`config.mk`:
```
export PLATFORM = sky130hd
export DESIGN_NAME = fcd_dma
export DESIGN_NICKNAME = d
export VERILOG_FILES = /design/src/rtl/fcd_dma.v
export VERILOG_INCLUDE_DIRS = /design/src /design/src/rtl
export SDC_FILE = /design/constraint.sdc
export NUM_CORES = 2
export LEC_CHECK = 0
export BUFFER_PORTS_ARGS = -buffer_cell sky130_fd_sc_hd__buf_2
export CAP_MARGIN = 10
export CORE_ASPECT_RATIO = 1.25
export CORE_MARGIN = 5
export CORE_UTILIZATION = 56
export CTS_CLUSTER_SIZE = 30
export DETAILED_ROUTE_END_ITERATION = 12
export MAX_ROUTING_LAYER = met4
export PLACE_DENSITY = 0.76
export SYNTH_ARGS = -nofsm -noshare
export SYNTH_HDL_FRONTEND = slang
export SYNTH_SLANG_ARGS = --single-unit
```
`constraint.sdc`:
```
create_clock -name sys_clk -period 3.29 [get_ports sys_clk]
set_input_delay 0.658 -clock sys_clk [delete_from_list [all_inputs] [get_ports sys_clk]]
set_output_delay 0.658 -clock sys_clk [all_outputs]
set_load 0.05 [all_outputs]
```
`src/rtl/fcd_map.vh`:
```
// Register map, field positions and constants of the four-channel DMA.
// Assumes inclusion by the DMA controller only; definitions only.
`ifndef FCD_MAP_VH
`define FCD_MAP_VH

// ****************************************************************
// Register byte offsets (word index * 4)
// ****************************************************************
`define FCD_CH_BASE      8'h20
`define FCD_CH_STRIDE    8'h10
`define FCD_OFS_SRC      2'h0
`define FCD_OFS_DST      2'h1
`define FCD_OFS_CNT      2'h2
`define FCD_OFS_CTL      2'h3
`define FCD_OPER_ADDR    8'h60
`define FCD_ADDR_W       8

// ****************************************************************
// Channel control fields
// ****************************************************************
`define FCD_CTL_EN       0
`define FCD_CTL_DONE     1
`define FCD_CTL_IE       2
`define FCD_CTL_BURST    3
`define FCD_CTL_SZ_LO    4
`define FCD_CTL_SZ_HI    5
`define FCD_CTL_SRC_L    8
`define FCD_CTL_SRC_H    9
`define FCD_CTL_EXT_EDGE 10
`define FCD_CTL_SINC     12
`define FCD_CTL_DINC     13
`define FCD_CTL_RELOAD   14
`define FCD_CTL_INDIRECT 15
`define FCD_CTL_MASK     32'h0000_f73f

// Request sources
`define FCD_SRC_AUTO     2'h0
`define FCD_SRC_EXT      2'h1
`define FCD_SRC_PERI     2'h2

// Unit sizes
`define FCD_SZ_8         2'h0
`define FCD_SZ_16        2'h1
`define FCD_SZ_32        2'h2

// ****************************************************************
// Shared operation control fields
// ****************************************************************
`define FCD_OP_ENABLE    0
`define FCD_OP_ERR       1
`define FCD_OP_RROBIN    3
`define FCD_OP_MASK      16'h0009

// Counts
`define FCD_CNT_W        24
`define FCD_RELOAD_EVERY 2'h3
`define FCD_ACK_CYCLES   2'h1

`endif

```
`src/rtl/fcd_dma.v`:
```
// Four-channel DMA controller: register file on Avalon-MM, arbiter and
// a single dual-address transfer engine driving a simple memory master.
// Assumes the memory side answers with mem_ack for one cycle per access.
//
// Implementation choices: register access over Avalon-MM and the register offsets.
`timescale 1ns/100ps
`include "fcd_map.vh"

// Summary of operation
// Four independent channels move data without the processor.
// Each unit is 8, 16 or 32 bits wide, chosen per channel.
// Up to 16,777,216 transfers per programmed operation.
// Direct mode: one read cycle then one write cycle per unit.
// Indirect mode: fetch data address at source first, then transfer.
// Indirect addressing exists on channel 3 only, software-selectable.
// Channel 2 alone reloads its original source every four transfers.
// Channels 0 and 1 take external requests, edge or level detected.
// Every channel accepts on-chip peripheral requests.
// Auto-request mode generates requests internally.
// Cycle-steal releases bus between units; burst keeps it.
// Fixed priority keeps a constant channel order.
// Round-robin makes the just-served channel lowest.
// Interrupt raised at end of count when enabled.
// Count one means one transfer; zero means 16,777,216.
// Acknowledge strobe to external requester on channels 0 and 1.
// Flags cleared only by writing zero after reading one.
// Addresses and count update per unit; stop at count exhausted.
module fcd_dma (
   input  wire        sys_clk,
   input  wire        arst_n,
   input  wire [7:0]  avs_address,
   input  wire        avs_read,
   input  wire        avs_write,
   input  wire [31:0] avs_writedata,
   input  wire [3:0]  avs_byteenable,
   output reg  [31:0] avs_readdata,
   output wire        avs_waitrequest,
   output reg  [1:0]  avs_response,
   input  wire [1:0]  ext_transfer_request,
   output reg  [1:0]  transfer_ack_strobe,
   input  wire [3:0]  peri_request,
   output reg  [3:0]  peri_ack,
   output reg  [31:0] mem_address,
   output reg         mem_read,
   output reg         mem_write,
   output reg  [31:0] mem_writedata,
   output reg  [3:0]  mem_byteenable,
   input  wire [31:0] mem_readdata,
   input  wire        mem_ack,
   output wire        irq
);

   // ****************************************************************
   // Engine states
   // ****************************************************************
   localparam ST_IDLE  = 3'h0;
   localparam ST_FETCH = 3'h1;
   localparam ST_READ  = 3'h2;
   localparam ST_WRITE = 3'h3;
   localparam ST_NEXT  = 3'h4;

   // ****************************************************************
   // Registers
   // ****************************************************************
   reg  [31:0] src_addr [0:3];
   reg  [31:0] dst_addr [0:3];
   reg  [31:0] src_orig [0:3];
   reg  [23:0] remaining_transfer_count [0:3];
   reg  [31:0] channel_control [0:3];
   reg  [15:0] shared_operation_control;
   reg  [3:0]  done_seen;
   reg         err_seen;
   reg  [1:0]  reload_cnt;
   reg  [1:0]  ext_prev;
   reg  [1:0]  ext_pend;
   reg  [1:0]  ack_cnt [0:1];
   reg  [2:0]  state;
   reg  [1:0]  cur;
   reg  [1:0]  last_served;
   reg  [31:0] rd_addr;
   reg         ack_pending;
   reg         rd_wait;
   reg  [3:0]  req;
   reg         grant_valid;
   reg  [1:0]  grant;
   integer     i;
   integer     k;
   reg  [1:0]  cand;

   // ****************************************************************
   // Helpers
   // ****************************************************************
   function [31:0] unit_step;
      input [1:0] sz;
      begin
         case (sz)
            `FCD_SZ_8:  unit_step = 32'h0000_0001;
            `FCD_SZ_16: unit_step = 32'h0000_0002;
            default:    unit_step = 32'h0000_0004;
         endcase
      end
   endfunction

   function [3:0] lane_mask;
      input [1:0]  sz;
      input [31:0] a;
      begin
         case (sz)
            `FCD_SZ_8:  lane_mask = 4'h1 << a[1:0];
            `FCD_SZ_16: lane_mask = a[1] ? 4'hc : 4'h3;
            default:    lane_mask = 4'hf;
         endcase
      end
   endfunction

   function [31:0] merge_be;
      input [31:0] old;
      input [31:0] nw;
      input [3:0]  be;
      integer b;
      begin
         merge_be = old;
         for (b = 0; b < 4; b = b + 1) begin
            if (be[b])
               merge_be[b*8 +: 8] = nw[b*8 +: 8];
         end
      end
   endfunction

   // ****************************************************************
   // Request detection
   // ****************************************************************
   wire [3:0] ch_en;
   wire [3:0] ch_irq;
   wire       dma_on = shared_operation_control[`FCD_OP_ENABLE] & ~err_seen;

   genvar g;
   generate
      for (g = 0; g < 4; g = g + 1) begin : g_req
         wire [1:0] rsrc = channel_control[g][`FCD_CTL_SRC_H:`FCD_CTL_SRC_L];
         assign ch_en[g] = channel_control[g][`FCD_CTL_EN] &
                           ~channel_control[g][`FCD_CTL_DONE] & dma_on;
         assign ch_irq[g] = channel_control[g][`FCD_CTL_DONE] &
                            channel_control[g][`FCD_CTL_IE];
         always @* begin
            case (rsrc)
               `FCD_SRC_AUTO: req[g] = ch_en[g];
               `FCD_SRC_PERI: req[g] = ch_en[g] & peri_request[g];
               `FCD_SRC_EXT:  req[g] = (g < 2) ? ch_en[g] & ext_pend[g % 2]
                                               : 1'b0;
               default:       req[g] = 1'b0;
            endcase
         end
      end
   endgenerate

   // Edge mode latches a rising edge; level mode follows the pin
   always @(posedge sys_clk or negedge arst_n) begin
      if (!arst_n) begin
         ext_prev <= 2'h0;
         ext_pend <= 2'h0;
      end else begin
         ext_prev <= ext_transfer_request;
         for (i = 0; i < 2; i = i + 1) begin
            if (channel_control[i][`FCD_CTL_EXT_EDGE]) begin
               if (ext_transfer_request[i] & ~ext_prev[i])
                  ext_pend[i] <= 1'b1;
               else if (state == ST_NEXT && cur == i)
                  ext_pend[i] <= 1'b0;
            end else begin
               ext_pend[i] <= ext_transfer_request[i];
            end
         end
      end
   end

   // ****************************************************************
   // Arbiter
   // ****************************************************************
   always @* begin
      grant_valid = 1'b0;
      grant       = 2'h0;
      cand        = 2'h0;
      for (k = 3; k >= 0; k = k - 1) begin
         if (shared_operation_control[`FCD_OP_RROBIN])
            cand = last_served + 2'h1 + k[1:0];
         else
            cand = k[1:0];
         if (req[cand]) begin
            grant_valid = 1'b1;
            grant       = cand;
         end
      end
   end

   // ****************************************************************
   // Avalon-MM slave: reads wait one cycle, decode by offset
   // ****************************************************************
   // The wait lets registered read data stand at the accepting edge
   wire rd_take = avs_read & ~rd_wait;
   assign avs_waitrequest = rd_take;

   wire [7:0] rel     = avs_address - `FCD_CH_BASE;
   wire       ch_hit  = (avs_address >= `FCD_CH_BASE) &&
                        (avs_address < `FCD_OPER_ADDR) &&
                        (avs_address[1:0] == 2'h0);
   wire [1:0] ch_sel  = rel[5:4];
   wire [1:0] reg_sel = rel[3:2];
   wire       op_hit  = (avs_address == `FCD_OPER_ADDR);
   wire [31:0] ctl_rd = channel_control[ch_sel] & `FCD_CTL_MASK;
   wire [31:0] op_wr  = merge_be({16'h0, shared_operation_control},
                                 avs_writedata, avs_byteenable);
   // Count keeps 24 bits; upper write bits are dropped
   wire [31:0] cnt_wr = merge_be({8'h0, remaining_transfer_count[ch_sel]},
                                 avs_writedata, avs_byteenable);

   always @(posedge sys_clk or negedge arst_n) begin
      if (!arst_n) begin
         avs_readdata <= 32'h0;
         avs_response <= 2'h0;
      end else if (rd_take) begin
         avs_response <= (ch_hit | op_hit) ? 2'h0 : 2'h3;
         avs_readdata <= 32'h0;
         if (op_hit)
            avs_readdata <= {16'h0, shared_operation_control} |
                            {30'h0, err_seen, 1'b0};
         else if (ch_hit) begin
            case (reg_sel)
               `FCD_OFS_SRC: avs_readdata <= src_addr[ch_sel];
               `FCD_OFS_DST: avs_readdata <= dst_addr[ch_sel];
               `FCD_OFS_CNT: avs_readdata <=
                  {8'h0, remaining_transfer_count[ch_sel]};
               default:      avs_readdata <= ctl_rd;
            endcase
         end
      end else if (avs_write) begin
         avs_response <= (ch_hit | op_hit) ? 2'h0 : 2'h3;
      end
   end

   // ****************************************************************
   // Engine and register file (one writer for shared state)
   // ****************************************************************
   wire [31:0] cctl  = channel_control[cur];
   wire [1:0]  csz   = cctl[`FCD_CTL_SZ_HI:`FCD_CTL_SZ_LO];
   wire        cind  = (cur == 2'h3) & cctl[`FCD_CTL_INDIRECT];
   wire        crel  = (cur == 2'h2) & cctl[`FCD_CTL_RELOAD];
   wire [23:0] cnt_next = remaining_transfer_count[cur] - 24'h1;
   wire        last_unit = (cnt_next == 24'h0);  // zero start wraps: see

   assign irq = |ch_irq;

   always @(posedge sys_clk or negedge arst_n) begin
      if (!arst_n) begin
         state          <= ST_IDLE;
         cur            <= 2'h0;
         last_served    <= 2'h3;
         mem_address    <= 32'h0;
         mem_read       <= 1'b0;
         mem_write      <= 1'b0;
         mem_writedata  <= 32'h0;
         mem_byteenable <= 4'h0;
         rd_addr        <= 32'h0;
         reload_cnt     <= 2'h0;
         done_seen      <= 4'h0;
         err_seen       <= 1'b0;
         ack_pending    <= 1'b0;
         rd_wait        <= 1'b0;
         peri_ack       <= 4'h0;
         shared_operation_control <= 16'h0;
         for (i = 0; i < 4; i = i + 1) begin
            src_addr[i] <= 32'h0;
            dst_addr[i] <= 32'h0;
            src_orig[i] <= 32'h0;
            remaining_transfer_count[i] <= 24'h0;
            channel_control[i] <= 32'h0;
         end
      end else begin
         peri_ack <= 4'h0;
         rd_wait  <= rd_take;
         // Software access; flags clear only by zero after a one was read
         if (rd_take & ch_hit & (reg_sel == `FCD_OFS_CTL) &
             ctl_rd[`FCD_CTL_DONE])
            done_seen[ch_sel] <= 1'b1;
         if (rd_take & op_hit & err_seen)
            ack_pending <= 1'b1;
         if (avs_write & op_hit) begin
            shared_operation_control <= op_wr[15:0] & `FCD_OP_MASK;
            if (ack_pending & ~avs_writedata[`FCD_OP_ERR] &
                avs_byteenable[0]) begin
               err_seen    <= 1'b0;
               ack_pending <= 1'b0;
            end
         end
         if (avs_write & ch_hit) begin
            case (reg_sel)
               `FCD_OFS_SRC: begin
                  src_addr[ch_sel] <= merge_be(src_addr[ch_sel],
                     avs_writedata, avs_byteenable);
                  src_orig[ch_sel] <= merge_be(src_addr[ch_sel],
                     avs_writedata, avs_byteenable);
               end
               `FCD_OFS_DST: dst_addr[ch_sel] <= merge_be(
                  dst_addr[ch_sel], avs_writedata, avs_byteenable);
               `FCD_OFS_CNT: remaining_transfer_count[ch_sel] <= cnt_wr[23:0];
               default: begin
                  channel_control[ch_sel] <= (merge_be(
                     channel_control[ch_sel], avs_writedata,
                     avs_byteenable) & `FCD_CTL_MASK & ~32'h2) |
                     (channel_control[ch_sel] & 32'h2);
                  if (done_seen[ch_sel] & avs_byteenable[0] &
                      ~avs_writedata[`FCD_CTL_DONE]) begin
                     channel_control[ch_sel][`FCD_CTL_DONE] <= 1'b0;
                     done_seen[ch_sel] <= 1'b0;
                  end
               end
            endcase
         end

         // Transfer engine; hardware updates win over software writes
         case (state)
            ST_IDLE: begin
               if (grant_valid) begin
                  cur         <= grant;
                  last_served <= grant;
                  if ((grant == 2'h3) &
                      channel_control[3][`FCD_CTL_INDIRECT]) begin
                     mem_address    <= src_addr[grant];
                     mem_byteenable <= 4'hf;
                     mem_read       <= 1'b1;
                     state          <= ST_FETCH;
                  end else begin
                     rd_addr        <= src_addr[grant];
                     mem_address    <= src_addr[grant];
                     mem_byteenable <= lane_mask(channel_control[grant]
                        [`FCD_CTL_SZ_HI:`FCD_CTL_SZ_LO], src_addr[grant]);
                     mem_read       <= 1'b1;
                     state          <= ST_READ;
                  end
               end
            end
            ST_FETCH: begin
               if (mem_ack) begin
                  mem_read       <= 1'b0;
                  rd_addr        <= mem_readdata;
                  mem_address    <= mem_readdata;
                  mem_byteenable <= lane_mask(csz, mem_readdata);
                  state          <= ST_READ;
               end
            end
            ST_READ: begin
               mem_read <= 1'b1;
               if (mem_ack & mem_read) begin
                  mem_read       <= 1'b0;
                  mem_writedata  <= mem_readdata;
                  mem_address    <= dst_addr[cur];
                  mem_byteenable <= lane_mask(csz, dst_addr[cur]);
                  mem_write      <= 1'b1;
                  state          <= ST_WRITE;
               end
            end
            ST_WRITE: begin
               if (mem_ack) begin
                  mem_write <= 1'b0;
                  mem_byteenable <= 4'h0;
                  if (cctl[`FCD_CTL_SINC])
                     src_addr[cur] <= (cind ? src_addr[cur] + 32'h4
                                      : rd_addr + unit_step(csz));
                  if (crel) begin
                     reload_cnt <= reload_cnt + 2'h1;
                     if (reload_cnt == `FCD_RELOAD_EVERY)
                        src_addr[cur] <= src_orig[cur];
                  end
                  if (cctl[`FCD_CTL_DINC])
                     dst_addr[cur] <= dst_addr[cur] + unit_step(csz);
                  remaining_transfer_count[cur] <= cnt_next;
                  if (last_unit) begin
                     channel_control[cur][`FCD_CTL_DONE] <= 1'b1;
                     reload_cnt <= 2'h0;
                  end
                  peri_ack[cur] <= 1'b1;
                  state <= ST_NEXT;
               end
            end
            ST_NEXT: begin
               // Burst keeps the bus for the same channel; steal rearbitrates
               if (cctl[`FCD_CTL_BURST] & req[cur] &
                   ~channel_control[cur][`FCD_CTL_DONE]) begin
                  mem_address    <= src_addr[cur];
                  mem_byteenable <= cind ? 4'hf : lane_mask(csz, src_addr[cur]);
                  rd_addr        <= src_addr[cur];
                  mem_read       <= 1'b1;
                  state          <= cind ? ST_FETCH : ST_READ;
               end else begin
                  state <= ST_IDLE;
               end
            end
            default: state <= ST_IDLE;
         endcase
      end
   end

   // ****************************************************************
   // External acknowledge strobe, one cycle after each unit
   // ****************************************************************
   always @(posedge sys_clk or negedge arst_n) begin
      if (!arst_n) begin
         transfer_ack_strobe <= 2'h0;
      end else begin
         for (i = 0; i < 2; i = i + 1) begin
            transfer_ack_strobe[i] <= (state == ST_WRITE) & mem_ack &
               (cur == i) &
               (channel_control[i][`FCD_CTL_SRC_H:`FCD_CTL_SRC_L] ==
                `FCD_SRC_EXT);
         end
      end
   end

endmodule // fcd_dma

```
# After elaboration in Yosys (flattened, before gate mapping)
# Cells that the tools add are included.
[word_totals]
regBits = 770
latch_bits = 0
ramBits = 0
rom_bits = 0
in_bits = 87
out_inout_bits = 112
wordCells = 405
mem_count = 0
[op_classes]
add_sub_neg = 10
n_mul = 0
n_div = 0
order_cmp = 15
n_eq_ne = 29
shifts = 4
n_mux = 210
bitwise_logic = 59
n_reduce_logical = 38
[ops]
columns = ["cell", "count"]
rows = [
  ["$mux W128", 20],
  ["$mux W32", 29],
  ["$bwmux W128", 7],
  ["$bmux W32 S2", 9],
  ["$mux W96", 4],
  ["$demux W32 S2", 4],
  ["$mux W8", 30],
  ["$bwmux W96", 2],
  ["$pmux W32 S3", 2],
  ["$mux W24", 6],
  ["$and A128 B128 Y128", 1],
  ["$not A128 Y128", 1],
  ["$or A128 B128 Y128", 1],
  ["$pmux W32 S4", 1],
  ["$bmux W24 S2", 2],
  ["$demux W24 S2", 2],
  ["$mux W4", 17],
  ["$add A32 B32 Y32", 2],
  ["$mux W16", 4],
  ["$and A1 B1 Y1", 39],
  ["$mux W2", 18],
  ["$add A32 B3 Y32 const B", 1],
  ["$pmux W4 S2", 4],
  ["$mux W6", 5],
  ["other kinds (52)", 154],
]

# Longest topological paths before layout
[depth]
ltp_word = 20
ltp_mapped = 17
ltp_nobuf = 12

# Worst setup path after synthesis
# Ideal clock, no wire load.
[synth_path]
path_type = "register to register"
from = "register cur[0]"
to = "register dst_addr[25] (netlist name)"
setup_ns = 0.133
arrival_ns = 3.486
t_required_ns = 3.157
setup_slack_ns = -0.329
stages_incl_launch_ff = 17
cell_sequence = "dfrtp_1 > buf_6 > buf_8 > buf_8 > buf_6 > buf_6 > buf_4 > mux4_2 > ha_1 > maj3_1 > a22oi_1 > nor2b_1 > and2b_1 > nand3_2 > nor4_1 > xnor2_1 > o21ai_0"
[synth_via]
elab_chain_cells = 14
[synth_lines]
columns = ["item", "line_no", "rtl"]
rows = [
  ["start: declaration", "fcd_dma.v:78", "reg [1:0] cur;"],
  ["start signal: assignment", "fcd_dma.v:324", "cur <= grant;"],
  ["$not A2 Y3 (implied by the code) *", "fcd_dma.v:244, fcd_dma.v:375", ""],
  ["$bmux W32 S2", "fcd_dma.v:244", "wire [31:0] cctl = channel_control[cur];"],
  ["$mux W16 (2 in series)", "n/a", ""],
  ["$eq A2 B1 Y1 or $logic_not A2 Y1 (tied branches)", "fcd_dma.v:96", "case (sz)"],
  ["$pmux W3 S2", "fcd_dma.v:96", ""],
  ["$mux W32", "fcd_dma.v:374", "if (cctl[`FCD_CTL_DINC])"],
  ["$mux W32", "fcd_dma.v:363", "if (mem_ack) begin"],
  ["$mux W32", "fcd_dma.v:321", "case (state)"],
  ["$add A32 B32 Y32", "fcd_dma.v:375", "dst_addr[cur] <= dst_addr[cur] + unit_step(csz);"],
  ["$bwmux W128", "fcd_dma.v:375", ""],
  ["$mux W128 *", "fcd_dma.v:374", ""],
  ["$mux W128 *", "fcd_dma.v:363", ""],
  ["$mux W128 *", "fcd_dma.v:321", ""],
  ["end signal: indexed assignment", "fcd_dma.v:303", "`FCD_OFS_DST: dst_addr[ch_sel] <= merge_be("],
  ["end signal: indexed assignment", "fcd_dma.v:375", ""],
  ["end: declaration", "fcd_dma.v:66", "reg [31:0] dst_addr [0:3];"],
]
# Every way passes the cells marked *; elsewhere a longest branch is shown, timed or not. The select of a mux whose other input is x is not followed.
# A chain may end at the register's enable or synchronous reset.

# Worst setup path after layout
[layout_path]
from = "register cur[0]"
to = "register src_addr[30] (netlist name)"
[layout_via]
elab_chain_cells = 20
[layout_lines]
columns = ["item", "line_no", "rtl"]
rows = [
  ["$not A2 Y3", "fcd_dma.v:244, fcd_dma.v:367, fcd_dma.v:372", ""],
  ["$bmux W32 S2", "fcd_dma.v:244", ""],
  ["$mux W16 (2 in series)", "n/a", ""],
  ["$eq A2 B1 Y1 or $logic_not A2 Y1 (tied branches)", "fcd_dma.v:96", ""],
  ["$pmux W3 S2", "fcd_dma.v:96", ""],
  ["$mux W32", "fcd_dma.v:366", "if (cctl[`FCD_CTL_SINC])"],
  ["$mux W32", "fcd_dma.v:363", ""],
  ["$mux W32", "fcd_dma.v:321", ""],
  ["[3 not listed]", "n/a", ""],
  ["$mux W128", "fcd_dma.v:366", ""],
  ["$mux W128", "fcd_dma.v:363", ""],
  ["$mux W128", "fcd_dma.v:321", ""],
  ["$bwmux W128", "fcd_dma.v:372", "src_addr[cur] <= src_orig[cur];"],
  ["$mux W128", "fcd_dma.v:371", "if (reload_cnt == `FCD_RELOAD_EVERY)"],
  ["$mux W128 *", "fcd_dma.v:369", "if (crel) begin"],
  ["$mux W128 *", "fcd_dma.v:363", ""],
  ["$mux W128 *", "fcd_dma.v:321", ""],
  ["end signal: indexed assignment", "fcd_dma.v:298", "src_addr[ch_sel] <= merge_be(src_addr[ch_sel],"],
  ["end signal: indexed assignment", "fcd_dma.v:367", "src_addr[cur] <= (cind ? src_addr[cur] + 32'h4"],
  ["end signal: indexed assignment", "fcd_dma.v:372", ""],
  ["end: declaration", "fcd_dma.v:65", "reg [31:0] src_addr [0:3];"],
]
# Marked as above.

==> results.yml <==
outcome:
  status: "finished with violations"
  violations: "negative setup slack"
floorplan:
  num_io_pins: 199
  chipHeight_um: 298
  fp.dieW_um: 240
  rows: 105
  start_util_pct: 56.6
  core_region_area_um2: 65700
  dieArea_um2: 71700
job:
  drv_cap: 0
yosys:
  yosys_warnings: 0
  synth_nets: 3864
  synth_cells: 3763
  ys_ff_latch: 617
  synth-xor-area-share_pct: 2.59
  synth_top_family_by_area: "compound AO/OA/AOI/OAI gates"
  synth_compound_area_share_pct: 19.9
  synth_top_flop_cell: "dfrtp_1"
  async_flop_share_pct: 100
  ys_types: 81
  yosys.area_share.simple_pct: 11.8
  muxShareOfSynthArea_pct: 19.3
  synth_area_um2: 37200
  synth_adder_area_share_pct: 0.552
  yosysSeqAreaShare_pct: 41.5
  avgSynthCellArea_um2: 9.88
  synth_edf_count: 0
critical_path:
  reg2reg_slack_ns: -0.21
  r2r-start: "cur[0]$_DFFE_PN0P_"
  startpoint_type: "flop"
  r2r_cells: 16
  path_class: "flop to flop"
  crit_fanout: 6
  r2r-end: "src_addr[30]$_DFF_PN0_"
  worstPathArrival_ns: 4.03
  crit_required_ns: 3.82
  end_kind: "flop"
cells_and_area:
  register_area_um2: 15500
  drive_gt1_share_pct: 29.3
  final_nets: 4275
  fillerInstances: 4702
  multi_input_area_um2: 21700
  mostFrequentLayoutCells: "nand2_1, dfrtp_1, buf_4"
  mostFrequentLayoutCell: "nand2_1"
  stdcell_count: 5083
  area_growth_pct: 23.6
timing:
  rsz0062_at_grt: "true"
  maxSlewHeadroom_pct: 18.5
  fmax_mhz: 286
  skew_ns: 0.0237
  post-route-min-period_ns: 3.50
  tns_ns: -6.73
  hold_viol_final: 0
  finalWorstSetupSlack_ns: -0.213
  final.period_utilization_pct: 106
  tightest_slew_ns: 1.22
  drv_slew: 0
  setup_viol: 93
placement:
  gp_congestion: 1.02
  hpwl_mm: 98.0
  dp_slack_ns: -0.232
  numPortBuffers: 198
  dp_cells: 4914
route:
  num_vias: 36300
  routed_wl_mm: 145
  avgViaCountPerCell: 7.14
  drc_errors: 0
  dr.pass1.iters: 8
  postRouteAntennaNets: 0
  drtIter0Drc: 5105
  routedWlPerCell_um: 28.5
grt:
  grt_first_pass_wirelength_mm: 214
  grt_max_degree: 82
  grt_pass1_vias: 35400
  overflow: 0
  antenna_found_initial: 5
  track_usage_pct: 40.0
clock_tree:
  cts-hold-fix-buffers: 0
  cts_buffers: 68
  htreeDepth: 3
  cts_tree: "built"
  cts.clk_slew.worst_paths_ns: 0.06
  root_buffer: "clkbuf_16"
  cts_max_path_buffers: 3
  cts_sinks: 617
  clk_latency_ns: 0.64
power_and_ir_drop:
  p_leak_nw: 19.0
  total_power_w: 0.0307
  ir_drop_uv: 599
  p_seq_share_pct: 33.4
  power.density_nw_per_um2: 668
  power_switching_w: 0.0123
  clkPwrFrac_pct: 24.8
  switching_share_pct: 40.1
  p_comb_share_pct: 41.9
  p_int_w: 0.0184
min_path:
  hold_path_class: "input port to async pin"
==> logic make-up (layout without fill, tap and decap cells) <==
logic type | after synthesis | after routing
DFF | 617 | 617
other | 0 | 5
adders and majority gates | 17 | 17
xor gates and xnor gates | 110 | 110
muxes | 456 | 456
AOI/OAI and AO/OA | 1170 | 1170
buffers and inverters | 378 | 837
and+or+nand+nor | 1015 | 1015
==> through the flow <==
step / hold slack (ns) / utilization, % / instance area (um2)
6_report: 0.0274 / 69.9 / 45900
2_1_floorplan: 0.362 / - / 37300
3_5_place_dp: 0.465 / 63.8 / 41900
4_1_cts: 0.0537 / 67.7 / 44500
3_3_place_gp: 0.457 / 63.8 / 41900
5_1_grt: 0.0727 / 69.9 / 45900
==> area by class of cell <==
type	instances	share of cell area, %
inverters	68	0.556
multi-input cells	2768	47.2
well taps	856	2.33
clock inverters	15	0.327
repair buffers	651	11.6
clock buffers	103	4.32
diodes	5	0.0272
flip-flops and latches	617	33.6
==> metal layers <==
metal / GRT usage (%) / up-vias / part of all wire [%]
li1: - / 14800 / -
met5: - / - / 0
met4: 31.0 / 0 / 10
met3: 10.2 / 885 / 12
met2: 58.7 / 2944 / 45
met1: 46.9 / 17600 / 33
==> worst max-delay path by stage <==
stage / start / to / slack (ns)
final: cur[0]$_DFFE_PN0P_ / src_addr[30]$_DFF_PN0_ / -0.21
after floorplan: cur[0]$_DFFE_PN0P_ / dst_addr[25]$_DFF_PN0_ / -0.06
after global routing: cur[0]$_DFFE_PN0P_ / reload_cnt[1]$_DFFE_PN0P_ / -0.36
after CTS: cur[0]$_DFFE_PN0P_ / reload_cnt[0]$_DFFE_PN0P_ / -0.05
after detailed placement: cur[0]$_DFFE_PN0P_ / dst_addr[126]$_DFF_PN0_ / -0.23
after global placement: peri_request[0] / rd_addr[17]$_DFFE_PN0P_ / -0.06
==> critical path: stages, from the launching register on <==
cell and delay [ns]:
dfrtp_4 0.49, buf_12 0.15, buf_4 0.14, mux4_2 0.51
nor2_4 0.21, ha_4 0.17, buf_4 0.11, ha_4 0.14
buf_6 0.10, a21oi_4 0.06, nor4_4 0.17, and2_4 0.19
buf_8 0.14, nand4_1 0.16, xnor2_2 0.35, nor2_4 0.10
o31ai_2 0.19
==> power by group through the flow <==
stage                     logic [W]  clock network, W  registers [W]
final                        0.0129           0.00760         0.0102
after global routing         0.0134           0.00789         0.0103
after CTS                    0.0120           0.00759         0.0101
after detailed placement     0.0117                 0         0.0102
after global placement       0.0115                 0         0.0101
after floorplan             0.00580                 0         0.0112
==> flip-flops by register name (all words and copies together), names as in the netlist, 3 cells and up <==
register / cells
avs_readdata: 32
channel_control: 52
done_seen: 4
dst_addr: 128
mem_address: 32
mem_byteenable: 4
mem_writedata: 32
peri_ack: 4
rd_addr: 32
remaining_transfer_count: 96
src_addr: 128
src_orig: 52
state: 3
==> synth_stat cells (19+ instances only) <==
cell	number	share of area [%]
mux2i_1	204	5.5
mux2_2	48	1.5
nor3_1	19	0.26
a22o_1	33	0.78
nand4_1	20	0.34
nand2_1	647	6.5
dfrtp_1	615	41
o221ai_1	48	1.1
inv_1	62	0.63
xor2_1	34	0.80
clkbuf_1	234	2.4
o21ai_0	428	5.8
nor2_1	164	1.7
o22ai_1	37	0.62
a32oi_1	31	0.73
o21a_1	55	1.1
buf_1	41	0.41
o211ai_1	300	6.1
a21oi_1	157	2.1
mux4_2	204	12
nand3_1	58	0.78
xnor2_1	76	1.8
==> repair_timing <==
| action | CTS | global route |
|---|---|---|
| buffers inserted | 17 | 30 |
| pin swaps | 20 | 135 |
| gates resized for setup | 48 | 333 |
| cloned | 2 | 1 |
| endpoints found under the setup margin | 89 | 221 |
No activity file was read; power rests on OpenSTA's default activity.
